## config.mk

```make
export PLATFORM = sky130hd
export DESIGN_NAME = aai_alarm_indicator
export DESIGN_NICKNAME = d
export VERILOG_FILES = /design/src/hdl/aai_pkg.sv /design/src/hdl/aai_link_if.sv /design/src/hdl/aai_timebase.sv /design/src/hdl/aai_history.sv /design/src/hdl/aai_alarm_indicator.sv
export VERILOG_INCLUDE_DIRS = /design/src /design/src/hdl
export SDC_FILE = /design/constraint.sdc
export NUM_CORES = 1
export LEC_CHECK = 0
export BUFFER_PORTS_ARGS = -buffer_cell sky130_fd_sc_hd__buf_2
export CORE_UTILIZATION = 62
export CTS_BUF_LIST = sky130_fd_sc_hd__clkbuf_16
export DETAILED_ROUTE_END_ITERATION = 10
export PLACE_DENSITY_LB_ADDON = 0.1
export SLEW_MARGIN = 15
export SYNTH_ARGS = -nofsm -noshare
export SYNTH_HDL_FRONTEND = slang
export SYNTH_SLANG_ARGS = --single-unit
```

## constraint.sdc

```tcl
create_clock -name i_clock -period 3.5 [get_ports i_clock]
set_input_delay 0.175 -clock i_clock [delete_from_list [all_inputs] [get_ports i_clock]]
set_output_delay 0.175 -clock i_clock [all_outputs]
set_load 0.005 [all_outputs]
```

## src/hdl/aai_consts.svh

```systemverilog
/* Named constants of the appliance alarm indicator: clock, timing,
   alarm codes, display glyphs and history depth.
   Assumes inclusion by bare name from files under hdl/. */
`ifndef AAI_CONSTS_SVH
`define AAI_CONSTS_SVH

// Clock and base tick (1 ms)
`define AAI_CLK_HZ        32'h0262_5A00
`define AAI_HZ_PER_MHZ    32'h000F_4240
`define AAI_NS_PER_US     32'h0000_03E8
`define AAI_TICK_NS       32'h000F_4240
`define AAI_TICK_CYC      ((`AAI_CLK_HZ / `AAI_HZ_PER_MHZ) * \
                           `AAI_TICK_NS / `AAI_NS_PER_US)

// Times in ms ticks, except the beep count and the gap in half-second steps
`define AAI_HALF_MS       19'h0_01F4
`define AAI_BEEP_PER_MS   19'h0_4E20
`define AAI_BUZZ_MS       19'h4_93E0
`define AAI_COMBO_MS      19'h0_07D0
`define AAI_POWERON_MS    19'h0_2710
`define AAI_BEEP_ON_MS    8'h64
`define AAI_BEEP_PITCH_MS 8'hC8
`define AAI_BEEPS         2'h3
`define AAI_GAP_HALVES    5'h02

// Alarm families and full codes
`define AAI_FAM_FILL      4'h1
`define AAI_FAM_DRAIN     4'h2
`define AAI_FAM_LOCK      4'h4
`define AAI_FAM_CFG       4'h9
`define AAI_FAM_MAINS     4'hB
`define AAI_CODE_FILL     8'h10
`define AAI_CODE_DRAIN    8'h20
`define AAI_CODE_LOCK     8'h40
`define AAI_CODE_COMM     8'h91
`define AAI_CODE_CFG2     8'h92
`define AAI_CODE_CFG3     8'h93
`define AAI_CODE_CFG4     8'h94
`define AAI_CODE_LEAK     8'hF0
`define AAI_CODE_MAINS    8'hB0
`define AAI_CODE_NONE     8'h00

// Digit glyphs: 0..F as hex value, plus letter H
`define AAI_GLYPH_E       5'h0E
`define AAI_GLYPH_H       5'h10
`define AAI_GLYPH_ZERO    5'h00

// History
`define AAI_HIST_DEPTH    3
`define AAI_HIST_OLDEST   2'h2
`define AAI_HIST_NEWEST   2'h0

`endif

```

## src/hdl/aai_pkg.sv

```systemverilog
/* Types shared by the alarm indicator modules.
   Assumes aai_consts.svh for all numeric values. */
package aai_pkg;

	typedef struct packed {
		logic [3:0] fam;
		logic [3:0] num;
	} aai_code_s;

	typedef enum logic [3:0] {
		AAI_C_OTHER = 4'h0,
		AAI_C_FILL  = 4'h1,
		AAI_C_DRAIN = 4'h2,
		AAI_C_LOCK  = 4'h3,
		AAI_C_COMM  = 4'h4,
		AAI_C_CFG2  = 4'h5,
		AAI_C_CFG3  = 4'h6,
		AAI_C_CFG4  = 4'h7,
		AAI_C_LEAK  = 4'h8,
		AAI_C_MAINS = 4'h9
	} aai_cause_e;

	typedef enum logic [4:0] {
		SEQ_IDLE = 5'h01,
		SEQ_RED  = 5'h02,
		SEQ_GAP1 = 5'h04,
		SEQ_YEL  = 5'h08,
		SEQ_GAP2 = 5'h10
	} aai_seq_e;

	typedef logic [18:0] aai_ms_t;
	typedef logic [4:0] aai_glyph_t;
	typedef aai_glyph_t [2:0] aai_digits_t;

endpackage

```

## src/hdl/aai_link_if.sv

```systemverilog
/* Carrier between the indicator core, its time base and its history.
   Assumes all parties share one clock. */
`timescale 1ns/1ps
`default_nettype none
interface aai_link_if;
	import aai_pkg::*;
	logic      ms_tick;
	logic      half_tick;
	logic      phase;
	logic      push;
	aai_code_s push_code;
	logic      clear;
	logic [1:0] rd_idx;
	aai_code_s rd_code;

	modport tbase (output ms_tick, half_tick, phase);
	modport hist (input push, push_code, clear, rd_idx, output rd_code);
	modport core (input ms_tick, half_tick, phase, rd_code,
		output push, push_code, clear, rd_idx);
endinterface
`default_nettype wire

```

## src/hdl/aai_timebase.sv

```systemverilog
/* Time base: 1 ms tick and a 0.5 s on / 0.5 s off blink phase.
   Assumes a synchronous reset and a clock enable from the core. */
`timescale 1ns/1ps
`default_nettype none
`include "aai_consts.svh"
module aai_timebase #(
	parameter int unsigned P_TICK_CYCLES = `AAI_TICK_CYC
) (
	// Clock and control
	input  wire logic i_clock,
	input  wire logic i_srst,
	input  wire logic i_ce,
	// Tick outputs
	aai_link_if.tbase lnk
);
	import aai_pkg::*;

	typedef struct packed {
		logic [31:0] div;
		aai_ms_t     ms;
		logic        tick;
		logic        half;
		logic        phase;
	} aai_tb_s;

	aai_tb_s st;
	aai_tb_s next_st;

	always_comb begin
		next_st = st;
		next_st.tick = 1'h0;
		next_st.half = 1'h0;
		if (st.div == P_TICK_CYCLES - 1) begin
			next_st.div = 32'h0000_0000;
			next_st.tick = 1'h1;
			if (st.ms == `AAI_HALF_MS - 19'h0_0001) begin
				next_st.ms = 19'h0_0000;
				next_st.half = 1'h1;
				next_st.phase = ~st.phase;
			end else begin
				next_st.ms = st.ms + 19'h0_0001;
			end
		end else begin
			next_st.div = st.div + 32'h0000_0001;
		end
	end

	always_ff @(posedge i_clock) begin
		if (i_srst) begin
			st <= '0;
		end else if (i_ce) begin
			st <= next_st;
		end
	end

	assign lnk.ms_tick = st.tick & i_ce;
	assign lnk.half_tick = st.half & i_ce;
	assign lnk.phase = st.phase;
endmodule // aai_timebase
`default_nettype wire

```

## src/hdl/aai_history.sv

```systemverilog
/* Alarm history: the three newest codes, newest at index 0.
   Assumes push and clear are single-cycle strobes from the core. */
`timescale 1ns/1ps
`default_nettype none
`include "aai_consts.svh"
module aai_history (
	// Clock and control
	input  wire logic i_clock,
	input  wire logic i_srst,
	input  wire logic i_ce,
	// History access
	aai_link_if.hist  lnk
);
	import aai_pkg::*;

	typedef struct packed {
		aai_code_s [`AAI_HIST_DEPTH-1:0] ent;
	} aai_hist_s;

	aai_hist_s st;
	aai_hist_s next_st;

	always_comb begin
		next_st = st;
		if (lnk.clear) begin
			next_st.ent = '0;
		end
		// A push in the clearing cycle still lands
		if (lnk.push) begin
			for (int i = `AAI_HIST_DEPTH - 1; i > 0; i--) begin
				next_st.ent[i] = next_st.ent[i-1];
			end
			next_st.ent[0] = lnk.push_code;
		end
	end

	always_ff @(posedge i_clock) begin
		if (i_srst) begin
			st <= '0;
		end else if (i_ce) begin
			st <= next_st;
		end
	end

	assign lnk.rd_code = (lnk.rd_idx > `AAI_HIST_OLDEST) ?
		st.ent[`AAI_HIST_OLDEST] : st.ent[lnk.rd_idx];
endmodule // aai_history
`default_nettype wire

```

## src/hdl/aai_alarm_indicator.sv

```systemverilog
/* Alarm and warning indication core: LEDs, cycle-time digits, buzzer
   beep requests, standby inhibit and last-alarm browsing.
   Assumes inputs synchronous to i_clock; press inputs are one-cycle
   pulses; the buzzer tone generator and segment drivers sit outside. */
`timescale 1ns/1ps
`default_nettype none
`include "aai_consts.svh"
module aai_alarm_indicator #(
	parameter int unsigned P_TICK_CYCLES = `AAI_TICK_CYC
) (
	// Clock, reset, enable
	input  wire logic                 i_clock,
	input  wire logic                 i_srst,
	input  wire logic                 i_ce,
	// Fault events from main control
	input  wire logic                 i_fault_new,
	input  wire aai_pkg::aai_cause_e  i_fault_cause,
	input  wire aai_pkg::aai_code_s   i_raw_code,
	input  wire logic                 i_fault_active,
	input  wire logic                 i_alarm_enable,
	// Machine state
	input  wire logic                 i_display_fitted,
	input  wire logic                 i_diag_mode,
	input  wire logic                 i_paused,
	input  wire logic                 i_run_led,
	// Buttons
	input  wire logic                 i_start_press,
	input  wire logic                 i_left_press,
	input  wire logic                 i_right_press,
	input  wire logic                 i_any_press,
	input  wire logic                 i_combo_held,
	input  wire logic                 i_sel_last_alarm,
	// Indicators
	output logic                      o_red_led,
	output logic                      o_yellow_led,
	output logic                      o_status_blink,
	output aai_pkg::aai_digits_t      o_cycle_time_digits,
	output logic                      o_digits_on,
	output logic                      o_beep,
	output logic                      o_standby_inhibit,
	output logic                      o_cycle_restart
);
	import aai_pkg::*;

	////////////////////////////////////////////////////////////////////
	// State

	typedef struct packed {
		aai_code_s   code;
		logic        warn;
		logic        buzz_on;
		aai_ms_t     buzz_ms;
		aai_ms_t     per_ms;
		logic [7:0]  pitch;
		logic [1:0]  nbeep;
		aai_seq_e    seq;
		logic [4:0]  halves;
		aai_ms_t     up_ms;
		aai_ms_t     combo_ms;
		logic        combo_q;
		logic        view;
		logic        view_full;
		logic [1:0]  vidx;
		logic        erased;
		logic        red;
		logic        yel;
		logic        stat;
		aai_digits_t dig;
		logic        dig_on;
		logic        beep;
		logic        inhibit;
		logic        restart;
	} aai_core_s;

	aai_core_s st;
	aai_core_s next_st;

	aai_link_if lnk ();

	aai_timebase #(
		.P_TICK_CYCLES (P_TICK_CYCLES)
	) u_timebase (
		.i_clock (i_clock),
		.i_srst  (i_srst),
		.i_ce    (i_ce),
		.lnk     (lnk.tbase)
	);

	aai_history u_history (
		.i_clock (i_clock),
		.i_srst  (i_srst),
		.i_ce    (i_ce),
		.lnk     (lnk.hist)
	);

	////////////////////////////////////////////////////////////////////
	// Helpers

	function automatic aai_code_s map_cause(input aai_cause_e c,
		input aai_code_s raw);
		aai_code_s r;
		r = raw;
		case (c)
			AAI_C_FILL:  r = `AAI_CODE_FILL;
			AAI_C_DRAIN: r = `AAI_CODE_DRAIN;
			AAI_C_LOCK:  r = `AAI_CODE_LOCK;
			AAI_C_COMM:  r = `AAI_CODE_COMM;
			AAI_C_CFG2:  r = `AAI_CODE_CFG2;
			AAI_C_CFG3:  r = `AAI_CODE_CFG3;
			AAI_C_CFG4:  r = `AAI_CODE_CFG4;
			AAI_C_LEAK:  r = `AAI_CODE_LEAK;
			AAI_C_MAINS: r = `AAI_CODE_MAINS;
			default:     r = raw;
		endcase
		return r;
	endfunction

	// Families shown with full code whatever the configuration says
	function automatic logic full_code(input logic [3:0] f);
		return (f == `AAI_FAM_CFG) || (f == `AAI_FAM_MAINS);
	endfunction

	function automatic logic fixable(input logic [3:0] f);
		return (f == `AAI_FAM_FILL) || (f == `AAI_FAM_DRAIN) ||
			(f == `AAI_FAM_LOCK);
	endfunction

	function automatic aai_glyph_t glyph(input logic [3:0] n);
		return (n == `AAI_FAM_MAINS) ? `AAI_GLYPH_H : {1'h0, n};
	endfunction

	function automatic aai_digits_t draw(input aai_code_s c);
		return {`AAI_GLYPH_E, glyph(c.fam), glyph(c.num)};
	endfunction

	////////////////////////////////////////////////////////////////////
	// Next state

	aai_code_s mapped;
	logic      shown_new;
	logic      entry_seq;
	logic      combo_rise;
	logic      seq_on;
	logic [4:0] seq_len;
	aai_code_s shown;

	always_comb begin
		next_st = st;
		next_st.restart = 1'h0;
		mapped = map_cause(i_fault_cause, i_raw_code);
		shown_new = i_fault_new && (i_diag_mode || i_alarm_enable ||
			full_code(mapped.fam));
		entry_seq = !i_display_fitted &&
			(i_diag_mode || full_code(mapped.fam));
		combo_rise = i_combo_held && !st.combo_q;
		next_st.combo_q = i_combo_held;

		// Alarm raise wins over a clearing press in the same cycle
		if (shown_new) begin
			next_st.code = mapped;
			next_st.warn = 1'h1;
			next_st.erased = 1'h0;
			next_st.buzz_on = (mapped.fam != `AAI_FAM_MAINS);
			next_st.buzz_ms = 19'h0_0000;
			next_st.per_ms = 19'h0_0000;
			next_st.pitch = 8'h00;
			next_st.nbeep = 2'h0;
			next_st.seq = entry_seq ? SEQ_RED : SEQ_IDLE;
			next_st.halves = 5'h00;
		end else if (st.warn && i_start_press && !i_fault_active) begin
			next_st.warn = 1'h0;
			next_st.buzz_on = 1'h0;
			next_st.seq = SEQ_IDLE;
			next_st.restart = i_display_fitted;
		end

		// Buzzer: 3 short beeps each period, for a bounded time
		// A raise restarts the timers, so the old step is dropped
		if (st.buzz_on && lnk.ms_tick && !shown_new) begin
			next_st.buzz_ms = st.buzz_ms + 19'h0_0001;
			if (st.buzz_ms == `AAI_BUZZ_MS - 19'h0_0001) begin
				next_st.buzz_on = 1'h0;
			end
			if (st.per_ms == `AAI_BEEP_PER_MS - 19'h0_0001) begin
				next_st.per_ms = 19'h0_0000;
				next_st.pitch = 8'h00;
				next_st.nbeep = 2'h0;
			end else begin
				next_st.per_ms = st.per_ms + 19'h0_0001;
				if (st.pitch == `AAI_BEEP_PITCH_MS - 8'h01) begin
					next_st.pitch = 8'h00;
					if (st.nbeep != `AAI_BEEPS) begin
						next_st.nbeep = st.nbeep + 2'h1;
					end
				end else begin
					next_st.pitch = st.pitch + 8'h01;
				end
			end
		end

		// Entry-level code blinking: red count, gap, yellow count, gap
		seq_len = (st.seq == SEQ_RED) ? {st.code.fam, 1'h0} :
			(st.seq == SEQ_YEL) ? {st.code.num, 1'h0} :
			`AAI_GAP_HALVES;
		if (lnk.half_tick && st.seq != SEQ_IDLE &&
			!shown_new) begin
			next_st.halves = st.halves + 5'h01;
			if (st.halves + 5'h01 >= seq_len) begin
				next_st.halves = 5'h00;
				case (st.seq)
					SEQ_RED:  next_st.seq = SEQ_GAP1;
					SEQ_GAP1: next_st.seq = SEQ_YEL;
					SEQ_YEL:  next_st.seq = SEQ_GAP2;
					SEQ_GAP2: next_st.seq = SEQ_RED;
					default:  next_st.seq = SEQ_IDLE;
				endcase
			end
		end

		// Power-on age and combination hold time
		if (lnk.ms_tick && st.up_ms != `AAI_POWERON_MS) begin
			next_st.up_ms = st.up_ms + 19'h0_0001;
		end
		if (!i_combo_held) begin
			next_st.combo_ms = 19'h0_0000;
		end else if (lnk.ms_tick && st.combo_ms != `AAI_COMBO_MS) begin
			next_st.combo_ms = st.combo_ms + 19'h0_0001;
		end

		// Last-alarm viewing
		if (i_diag_mode && i_sel_last_alarm) begin
			if (!st.view || !st.view_full) begin
				next_st.vidx = `AAI_HIST_NEWEST;
			end
			next_st.view = 1'h1;
			next_st.view_full = 1'h1;
			// Raise wins: the pushed code survives the clear
			if (combo_rise && !shown_new) begin
				next_st.erased = 1'h1;
				next_st.warn = 1'h0;
				next_st.seq = SEQ_IDLE;
				next_st.buzz_on = 1'h0;
			end else if (i_right_press) begin
				next_st.vidx = `AAI_HIST_NEWEST;
			end else if (i_left_press &&
				st.vidx != `AAI_HIST_OLDEST) begin
				next_st.vidx = st.vidx + 2'h1;
			end
		end else if (st.view && st.view_full) begin
			next_st.view = 1'h0;
		end else if (st.view) begin
			if (i_any_press) begin
				next_st.view = 1'h0;
			end
		end else if (!i_diag_mode && lnk.ms_tick &&
			st.up_ms == `AAI_POWERON_MS &&
			st.combo_ms == `AAI_COMBO_MS - 19'h0_0001) begin
			next_st.view = 1'h1;
			next_st.view_full = 1'h0;
			next_st.vidx = `AAI_HIST_NEWEST;
		end

		// Outputs
		seq_on = st.seq != SEQ_IDLE;
		next_st.beep = st.buzz_on && st.nbeep != `AAI_BEEPS &&
			st.pitch < `AAI_BEEP_ON_MS;
		next_st.inhibit = st.warn;
		next_st.stat = st.warn && !seq_on && fixable(st.code.fam) &&
			lnk.phase;
		if (!i_display_fitted && seq_on) begin
			next_st.red = st.seq == SEQ_RED && !st.halves[0];
			next_st.yel = st.seq == SEQ_YEL && !st.halves[0];
		end else if (!i_display_fitted) begin
			next_st.red = st.warn && lnk.phase;
			next_st.yel = st.warn ? 1'h0 : i_run_led;
		end else begin
			next_st.red = st.warn && lnk.phase;
			next_st.yel = (st.warn && i_paused) ? lnk.phase :
				i_run_led;
		end

		shown = st.code;
		if (!(i_diag_mode || full_code(st.code.fam))) begin
			shown.num = 4'h0;
		end
		next_st.dig_on = i_display_fitted && (st.view || st.warn);
		if (st.view && st.erased) begin
			next_st.dig = {`AAI_GLYPH_E, `AAI_GLYPH_ZERO,
				`AAI_GLYPH_ZERO};
		end else if (st.view) begin
			next_st.dig = draw(lnk.rd_code);
		end else begin
			next_st.dig = draw(shown);
		end
	end

	assign lnk.push = i_fault_new;
	assign lnk.push_code = mapped;
	assign lnk.clear = i_diag_mode && i_sel_last_alarm &&
		combo_rise;
	assign lnk.rd_idx = st.vidx;

	////////////////////////////////////////////////////////////////////
	// Registers

	always_ff @(posedge i_clock) begin
		if (i_srst) begin
			st <= '0;
			st.seq <= SEQ_IDLE;
		end else if (i_ce) begin
			st <= next_st;
		end
	end

	assign o_red_led = st.red;
	assign o_yellow_led = st.yel;
	assign o_status_blink = st.stat;
	assign o_cycle_time_digits = st.dig;
	assign o_digits_on = st.dig_on;
	assign o_beep = st.beep;
	assign o_standby_inhibit = st.inhibit;
	assign o_cycle_restart = st.restart;
endmodule // aai_alarm_indicator
`default_nettype wire

```

======== Word level (Yosys, flattened, before mapping) ========
Index checks and enable logic that the tools add are counted.
storage, ports and cells
  output and inout port bits .............. 22
  logic and storage cells ................. 218
  input port bits ......................... 28
  register bits after elaboration ......... 212
cells by class
  reduce and logical (&&, ||, !) cells .... 63
  bitwise logic cells ..................... 3
  order comparisons ....................... 4
  mux-type cells .......................... 61
  $add $sub $neg .......................... 10
  equality and inequality tests ........... 39
operators with widths
  operator                                                                  number
  19-bit by 1-bit adder with 19-bit output (second input constant)          5
  8-bit case mux with 9 select lines                                        1
  19-bit two-way mux                                                        3
  5-bit two-way mux                                                         11
  49-bit two-way mux                                                        1
  24-bit two-way mux                                                        2
  48-bit two-way mux                                                        1
  10-bit two-way mux                                                        4
  4-bit equality test (second input constant)                               9
  32-bit by 1-bit adder with 32-bit output (second input constant)          1
  32-bit by 16-bit equality test with 1-bit output (second input constant)  1
  32-bit two-way mux                                                        1
  1-bit logical AND                                                         31
  29-bit two-way mux                                                        1
  2-bit two-way mux                                                         13
  8-bit two-way mux                                                         3
  4-bit by 3-bit equality test with 1-bit output (second input constant)    5
  5-bit case mux with 4 select lines                                        1
  19-bit by 11-bit equality test with 1-bit output (second input constant)  1
  19-bit by 14-bit equality test with 1-bit output (second input constant)  1
  19-bit by 15-bit equality test with 1-bit output (second input constant)  1
  19-bit equality test (second input constant)                              1
  19-bit by 9-bit equality test with 1-bit output (second input constant)   1
  19-bit by 11-bit != test with 1-bit output (second input constant)        1
  31 further kinds                                                          80

======== Depth between registers and ports, before layout ========
Gate-level depths: netlist (run 1).
  depth after elaboration ................. 13
  gate-level depth with buffers ........... 11
  gate-level depth less buffers ........... 10

======== Hierarchy ========
From an unflattened synthesis (run 1), not the netlist that was laid out.
unflattened totals
  cell total of the unflattened synthesis .. 1330
  area, all modules ....................... 10894.2 um^2
modules (own cells, without submodules)
  module               sequential area each (um^2)  cells each  times used  area each (um^2)
  aai_alarm_indicator  2602.5                       891         1           7074.3
  aai_timebase         1081.0                       323         1           2698.8
  aai_history          480.5                        116         1           1121.1

======== Worst setup path before layout (run 1) ========
No wires, ideal clock.
  path kind ............................... reg2reg
  start point ............................. reg st[74] (netlist bit)
  end point ............................... reg st[72] (netlist bit)
  arrival time ............................ 2430 ps
  slack ................................... 949 ps
  stages on the path, launching flop included .. 12
  required time ........................... 3378 ps
  path buffers ............................ 1
  period minus slack after synthesis ...... 2551 ps
  setup time .............................. 122 ps
  path through ............................ dfxtp_1 clkbuf_1 nor3_1 nand2_1 o32a_1 ha_1 a21bo_2 a21oi_1 o21ai_0 nor2b_1 o41ai_2 a221o_1
between the ends
  word-level cells in the longest chain between the ends .. 8
  elaborated cells on any way between the ends .. 15
  those cells by class .................... order compare (1); eq/ne (5); mux (7); reduce/logical (2)
RTL lines
  item                                            RTL line                                                RTL
  start: declaration                              aai_alarm_indicator.sv:75                               aai_core_s st;
  start signal: assignment                        aai_alarm_indicator.sv:311                              st <= next_st;
  5-bit by 4-bit equality test with 1-bit output  aai_alarm_indicator.sv:203, aai_alarm_indicator.sv:210
  5-bit two-way mux (no line) (2 in a row)        --
  5-bit greater-or-equal comparator               aai_alarm_indicator.sv:208                              if (st.halves + 5'h01 >= seq_len) begin
  10-bit two-way mux                              aai_alarm_indicator.sv:208
  10-bit two-way mux *                            aai_alarm_indicator.sv:205                              if (lnk.half_tick && st.seq != SEQ_IDLE &&
  5-bit two-way mux                               aai_alarm_indicator.sv:238                              if (combo_rise && !shown_new) begin
  5-bit two-way mux *                             aai_alarm_indicator.sv:231                              if (i_diag_mode && i_sel_last_alarm) begin
Mark *: on every way between the ends. The rest lies on a longest branch, timed or not.
A chain may end at the register's enable or synchronous reset.

======== Worst setup path after layout (run 1) ========
  start point ............................. reg st[73] (netlist bit)
  end point ............................... reg st[72] (netlist bit)
Same word-level chain as after synthesis.

==> results.sh, run 1 <==
export IMPL_grt_pass1_wl_um=38100
export IMPL_antenna_violations_before_repair=0
export IMPL_ys_seq_elements=208
export IMPL_reg2reg_setup_slack_ns=0.71
export IMPL_power_density_over_the_cells_mw_per_mm2=431
export IMPL_layout_drive_gt1_share_pct=10.2
export IMPL_setup_worst_path_start_class="flop"
export IMPL_insertedDiodeCount=0
export IMPL_final_max_slew_violation_count=0
export IMPL_global_route_overflow_total=0
export IMPL_post_dp_hpwl_um=15200
export IMPL_finalWeightedCongestion=0.883
export IMPL_detail_route_vias_per_cell=6.01
export IMPL_netlist_area_mm2=0.0104
export IMPL_synth_top_area_share_pct=40.1
export IMPL_drcViolationCount=0
export IMPL_grt_pass1_vias=7991
export IMPL_power_switching_fraction_pct=23.3
export IMPL_cts_root_buf="sky130_fd_sc_hd__clkbuf_16"
export IMPL_synth_largest_area_cell="sky130_fd_sc_hd__dfxtp_1"
export IMPL_r2r_start="st[73]"
export IMPL_finalCritPeriodShare_pct=79.7
export IMPL_numPlacedInstances=1445
export IMPL_reg2reg_to="st[72]"
export IMPL_numPortBuffers=47
export IMPL_setup_viol_count_final=0
export IMPL_crit_path_max_fanout=8
export IMPL_cts_reportedPaths_clkPinSlew_ns=0.06
export IMPL_timing_hold_worst_class="in2reg"
export IMPL_num_fill_cells=1312
export IMPL_cts_num_sinks=208
export IMPL_synth_cell_types=82
export IMPL_p_leak_nw=4.08
export IMPL_final_hold_violation_count=0
export IMPL_hold_end="st[29]"
export IMPL_mostFrequentLayoutCells="sky130_fd_sc_hd__dfxtp_1 (208), sky130_fd_sc_hd__nor2_1 (184), sky130_fd_sc_hd__nand2_1 (99)"
export IMPL_initial_core_util_pct=64.5
export IMPL_hold_path_startpoint="i_combo_held"
export IMPL_post_route_min_period_ns=2.79
export IMPL_rsz_0062_raised_after_global_routing="false"
export IMPL_first_iter_violations=542
export IMPL_share_comb_of_total_power_pct=5.8
export IMPL_layout_nets=1300
export IMPL_route_final_wire_length_um=22400
export IMPL_instances_no_fill=1487
export IMPL_worst_slew_pin_transition_ns=1.09
export IMPL_ys_top_cells_by_area="sky130_fd_sc_hd__dfxtp_1 (40%), sky130_fd_sc_hd__nor2_1 (6.6%), sky130_fd_sc_hd__xor2_1 (5.4%)"
export IMPL_most_common_cell_after_layout_fill_and_taps_aside="sky130_fd_sc_hd__dfxtp_1"
export IMPL_setup_worst_path_end_class="flop"
export IMPL_synth_avg_cell_area_um2=8.38
export IMPL_internal_power_mw=3.75
export IMPL_yosys_most_used_dff="sky130_fd_sc_hd__dfxtp_1"
export IMPL_route_detailed_wl_per_inst_um=15.1
export IMPL_drt_pass1_iterations=5
export IMPL_synth_edff_count=0
export IMPL_synth_yosys_seq_area_share_pct=40.1
export IMPL_cp_arrival_ns=3.17
export IMPL_seq_power_share_pct=49.7
export IMPL_path_class="reg2reg"
export IMPL_flow_area_growth_from_synthesis_pct=9.24
export IMPL_pin_count=50
export IMPL_required_ns=3.88
export IMPL_grt_max_degree=83
export IMPL_outcome="complete, no violations"
export IMPL_skew_ns=0.00999
export IMPL_slew_headroom_pct=27.0
export IMPL_cts_tree="built"
export IMPL_max_clock_freq_mhz=359
export IMPL_postRouteAntennaNets=0
export IMPL_share_clk_of_total_power_pct=44.6
export IMPL_count_of_cells_along_the_worst_hold_path=3
export IMPL_htree_levels=1
export IMPL_placementRows=46
export IMPL_r2r_cells=10
export IMPL_dieArea_mm2=0.0173
export IMPL_tns_ns=0
export IMPL_ys_warn_count=0
export IMPL_max_vdd_ir_drop_uv=591
export IMPL_p_sw_mw=1.14
export IMPL_total_clock_buffers_created_by_cts=23
export IMPL_worstSkewPairLatency_ns=0.50
export IMPL_die_height_um=131
export IMPL_power_total_mw=4.89
export IMPL_vias=8938
export IMPL_maxCapViolCount=0
export IMPL_grt_total_usage_pct=25.7
export IMPL_synthArstFlopShare_pct=0
export IMPL_die_width_um=131
export IMPL_max_clock_path_buffers=3
export IMPL_netlist_instances=1241
export IMPL_core_region_area_mm2=0.0161
==> kinds of logic (layout without fill, tap and decap cells) <==
family / Yosys count / count (layout) / synth area share [%]
other cells: 1 / 2 / 0.0361
simple gates: 553 / 553 / 27.2
fa+ha+maj: 17 / 17 / 2.05
flops: 208 / 208 / 40.1
xor+xnor: 90 / 90 / 7.58
mux: 23 / 23 / 2.36
buf+inv: 101 / 130 / 4.38
compound gates: 248 / 248 / 16.4
==> state kept, by name, indices dropped and copies added, names as in the netlist, 2 cells and up <==
name	cells
o_cycle_time_digits	11
st	105
lnk.rd_idx	2
shown	4
u_timebase.st	53
u_history.st	24
==> critical path: stages, from the launching register on <==
cell,delay (ns)
sky130_fd_sc_hd__dfxtp_1,0.36
sky130_fd_sc_hd__nor3_1,0.28
sky130_fd_sc_hd__nand2_1,0.15
sky130_fd_sc_hd__o32a_1,0.31
sky130_fd_sc_hd__ha_1,0.27
sky130_fd_sc_hd__a21bo_2,0.12
sky130_fd_sc_hd__a21oi_1,0.05
sky130_fd_sc_hd__o21ai_0,0.26
sky130_fd_sc_hd__nor2b_1,0.37
sky130_fd_sc_hd__o41ai_2,0.14
sky130_fd_sc_hd__a221o_1,0.36
==> power groups by stage <==
stage / logic, mW / registers [mW] / clock network (mW)
after floorplan: 0.209 / 2.47 / 0
after global placement: 0.274 / 2.48 / 0
after detailed placement: 0.278 / 2.48 / 0
after CTS: 0.280 / 2.43 / 2.22
after global routing: 0.313 / 2.43 / 2.33
final: 0.282 / 2.43 / 2.18
==> synth_stat cells, drive strengths merged (17+ instances only) <==
library cell / instances
dfxtp: 208
nor2: 184
nand2: 99
xor2: 64
a21oi: 60
nand3: 54
o21ai: 42
nand4: 40
clkbuf: 37
buf: 34
a22oi: 33
nor3: 31
inv: 30
a211oi: 27
xnor2: 26
or4: 24
o31ai: 20
or3: 19
and3: 18
nor4: 18
ha: 17
==> through the flow <==
step / worst slack, ns / cell area (um2) / hold slack [ns] / utilization, %
6_report: 0.711 / 11400 / 0.0122 / 70.5
5_1_grt: 0.481 / 11400 / 0.00885 / 70.5
4_1_cts: 0.739 / 11400 / 0.00532 / 70.5
3_5_place_dp: 0.764 / 10700 / 0.459 / 66.2
3_3_place_gp: 0.817 / 10700 / 0.450 / 66.2
2_1_floorplan: 0.949 / 10400 / 0.323 / -
==> how the worst max path moves through the flow <==
stage	start	end	slack (ns)
floorplan	st[74]	st[72]	0.95
global placement	st[74]	st[72]	0.82
detailed placement	st[73]	st[72]	0.76
CTS	st[73]	st[72]	0.74
global route	st[73]	st[72]	0.48
finish	st[73]	st[72]	0.71
==> per-layer routing <==
layer  global-route usage (%)  wire length [um]  vias to the layer above
met5                        0                 0                        -
met3                     3.16               946                       37
met1                     36.4             10900                     4183
met4                     6.98               512                        0
met2                     41.1             10000                      196
li1                         -                 -                     4522
==> final cells by class <==
| type | instances | area (um2) | area share (%) |
|---|---|---|---|
| clock buffer | 23 | 576 | 5.07 |
| clock inverter | 18 | 104 | 0.915 |
| inverter | 30 | 113 | 0.992 |
| multi-input combinational | 933 | 5790 | 51.0 |
| sequential | 208 | 4160 | 36.7 |
| tap | 216 | 270 | 2.38 |
| timing repair buffer | 59 | 343 | 3.02 |
==> what timing repair did <==
| action | 4_1_cts | 5_1_grt |
|---|---|---|
| buffers inserted | 0 | 0 |
| hold buffers | 1 | 0 |
| resized for setup | 0 | 0 |
| hold endpoints to repair | 1 | 0 |
Power figures use the tool's default switching activity.
==> run 2, diff against run 1 <==
==> constraint.sdc (replaced) <==
create_clock -name i_clock -period 2.85 [get_ports i_clock]
set_input_delay 0.1425 -clock i_clock [delete_from_list [all_inputs] [get_ports i_clock]]
set_output_delay 0.1425 -clock i_clock [all_outputs]
set_load 0.005 [all_outputs]
==> run 2 against run 1 <==
  * Register-to-register slack got worse by 0.48 ns
  * Sequential cell count did not move
  * Non-clock buffer count rose by 9
  * Fmax rose by 6.5%
  * Combinational power rose by 27%
  * Setup slack got worse by 0.48 ns
  * Routed wire length rose by 2.7%
  * Critical endpoint unchanged
  * Largest power group unchanged
==> results.sh, run 2 (synthesis gave the netlist of run 1 again) <==
export IMPL_outcome="complete, no violations"
export IMPL_drcViolationCount=0
export IMPL_pin_count=50
export IMPL_die_height_um=131
export IMPL_dieArea_mm2=0.0173
export IMPL_crit_path_max_fanout=8
export IMPL_cts_tree="built"
export IMPL_detail_route_vias_per_cell=6.08
export IMPL_power_density_over_the_cells_mw_per_mm2=527
export IMPL_vias=9103
export IMPL_core_region_area_mm2=0.0161
export IMPL_cp_arrival_ns=3.01
export IMPL_hold_slack_ns=0.0306
export IMPL_setup_worst_path_start_class="flop"
export IMPL_r2r_cells=10
export IMPL_flow_area_growth_from_synthesis_pct=10.2
export IMPL_post_route_cell_area_mm2=0.0115
export IMPL_cts_root_buf="sky130_fd_sc_hd__clkbuf_16"
export IMPL_mostFrequentLayoutCells="sky130_fd_sc_hd__dfxtp_1 (208), sky130_fd_sc_hd__nor2_1 (184), sky130_fd_sc_hd__nand2_1 (99)"
export IMPL_rsz_0062_raised_after_global_routing="false"
export IMPL_placedInstanceArea_mm2=0.0107
export IMPL_first_iter_violations=622
export IMPL_worstSkewPairLatency_ns=0.51
export IMPL_ff_latch_area_mm2=0.00416
export IMPL_final_hold_violation_count=0
export IMPL_global_route_overflow_total=0
export IMPL_antenna_violations_before_repair=1
export IMPL_layout_drive_gt1_share_pct=10.6
export IMPL_skew_ns=0.0131
export IMPL_layout_nets=1309
export IMPL_drt_pass1_iterations=5
export IMPL_htree_levels=1
export IMPL_setup_worst_path_end_class="flop"
export IMPL_regMostFlops="st"
export IMPL_placementRows=46
export IMPL_tns_ns=0
export IMPL_post_dp_hpwl_um=15300
export IMPL_largest_registers="st: 105 flops, u_timebase.st: 53 flops, u_history.st: 24 flops"
export IMPL_grt_total_usage_pct=26.5
export IMPL_finalWeightedCongestion=0.893
export IMPL_required_ns=3.24
export IMPL_maxCapViolCount=0
export IMPL_grt_max_degree=83
export IMPL_num_fill_cells=1299
export IMPL_path_class="reg2reg"
export IMPL_timing_hold_worst_class="in2reg"
export IMPL_most_common_cell_after_layout_fill_and_taps_aside="sky130_fd_sc_hd__dfxtp_1"
export IMPL_max_ffs_per_register=105
export IMPL_count_of_cells_along_the_worst_hold_path=4
export IMPL_max_clock_path_buffers=3
export IMPL_p_leak_nw=4.11
export IMPL_initial_core_util_pct=64.5
export IMPL_route_final_wire_length_um=23000
export IMPL_numPortBuffers=47
export IMPL_power_total_mw=6.04
export IMPL_slew_headroom_pct=27.6
export IMPL_max_vdd_ir_drop_uv=530
export IMPL_post_route_min_period_ns=2.62
export IMPL_multi_input_comb_area_mm2=0.00581
export IMPL_total_clock_buffers_created_by_cts=23
export IMPL_cts_num_sinks=208
export IMPL_postRouteAntennaNets=0
export IMPL_finalCritPeriodShare_pct=91.9
export IMPL_grt_pass1_wl_um=39100
export IMPL_worst_slew_pin_transition_ns=1.08
export IMPL_final_max_slew_violation_count=0
export IMPL_max_clock_freq_mhz=382
export IMPL_die_width_um=131
export IMPL_route_detailed_wl_per_inst_um=15.4
export IMPL_setup_viol_count_final=0
export IMPL_cts_reportedPaths_clkPinSlew_ns=0.06
export IMPL_grt_pass1_vias=8365
-- run 2: cell types whose count changed in the layout (fill, tap and decap cells not counted), moves of 2 or more --
cell / previous run / this run
sky130_fd_sc_hd__buf_4: 11 / 17
sky130_fd_sc_hd__clkinv_1: 4 / 6
sky130_fd_sc_hd__clkinv_2: 4 / 1
sky130_fd_sc_hd__dlygate4sd3_1: 1 / 4
-- run 2: area by class of cell --
cell class	count	area share [%]
multi-input combinational	933	50.7
sequential	208	36.4
clock buffer	23	5.02
timing repair buffer	68	3.65
tap	216	2.36
inverter	30	0.983
clock inverter	17	0.885
antenna	1	0.0218
-- run 2: per-layer routing --
layer  GRT usage, %  vias to the layer above  share of wire (%)
li1               -                     4539                  -
met1           36.1                     4310                 47
met2           43.0                      205                 45
met3           4.01                       49                4.7
met4           7.88                        0                2.6
met5              0                        -                  0
-- run 2: power by group --
group | internal (mW) | switching (mW) | leakage [nW]
Sequential | 2.94 | 0.0406 | 1.68
Combinational | 0.122 | 0.237 | 2.07
Clock | 1.55 | 1.15 | 0.357
Total | 4.61 | 1.43 | 4.11
-- run 2: stage by stage --
stage	setup WS [ns]	util [%]	instances
after CTS	0.112	70.9	1495
after global routing	0.0613	71.1	1495
after detailed placement	0.109	66.5	1451
after global placement	0.182	66.5	1451
after floorplan	0.299	-	1242
final	0.232	71.1	1496
-- run 2: path summary, 6_finish.rpt --
path,slack (ns),start,end
max,0.23,st[73],st[72]
min,0.03,i_ce,u_timebase.st[26]
max reg2reg,0.23,st[73],st[72]
min reg2reg,0.46,o_digits_on,o_digits_on
-- run 2: what timing repair did --
item | in CTS | in global routing
setup endpoints to repair | 0 | 4
gates resized for setup | 0 | 5
buffers inserted | 0 | 0
endpoints found under the hold margin | 5 | 0
hold buffers | 4 | 0
-- run 2: critical path, cell delays in order, from the launching register on --
cell	delay [ns]
sky130_fd_sc_hd__dfxtp_1	0.37
sky130_fd_sc_hd__nor3_1	0.27
sky130_fd_sc_hd__nand2_1	0.15
sky130_fd_sc_hd__o32a_1	0.31
sky130_fd_sc_hd__ha_1	0.27
sky130_fd_sc_hd__a21bo_2	0.21
sky130_fd_sc_hd__a21oi_1	0.13
sky130_fd_sc_hd__o21ai_1	0.13
sky130_fd_sc_hd__nor2b_4	0.17
sky130_fd_sc_hd__and2_1	0.19
sky130_fd_sc_hd__a221o_1	0.31
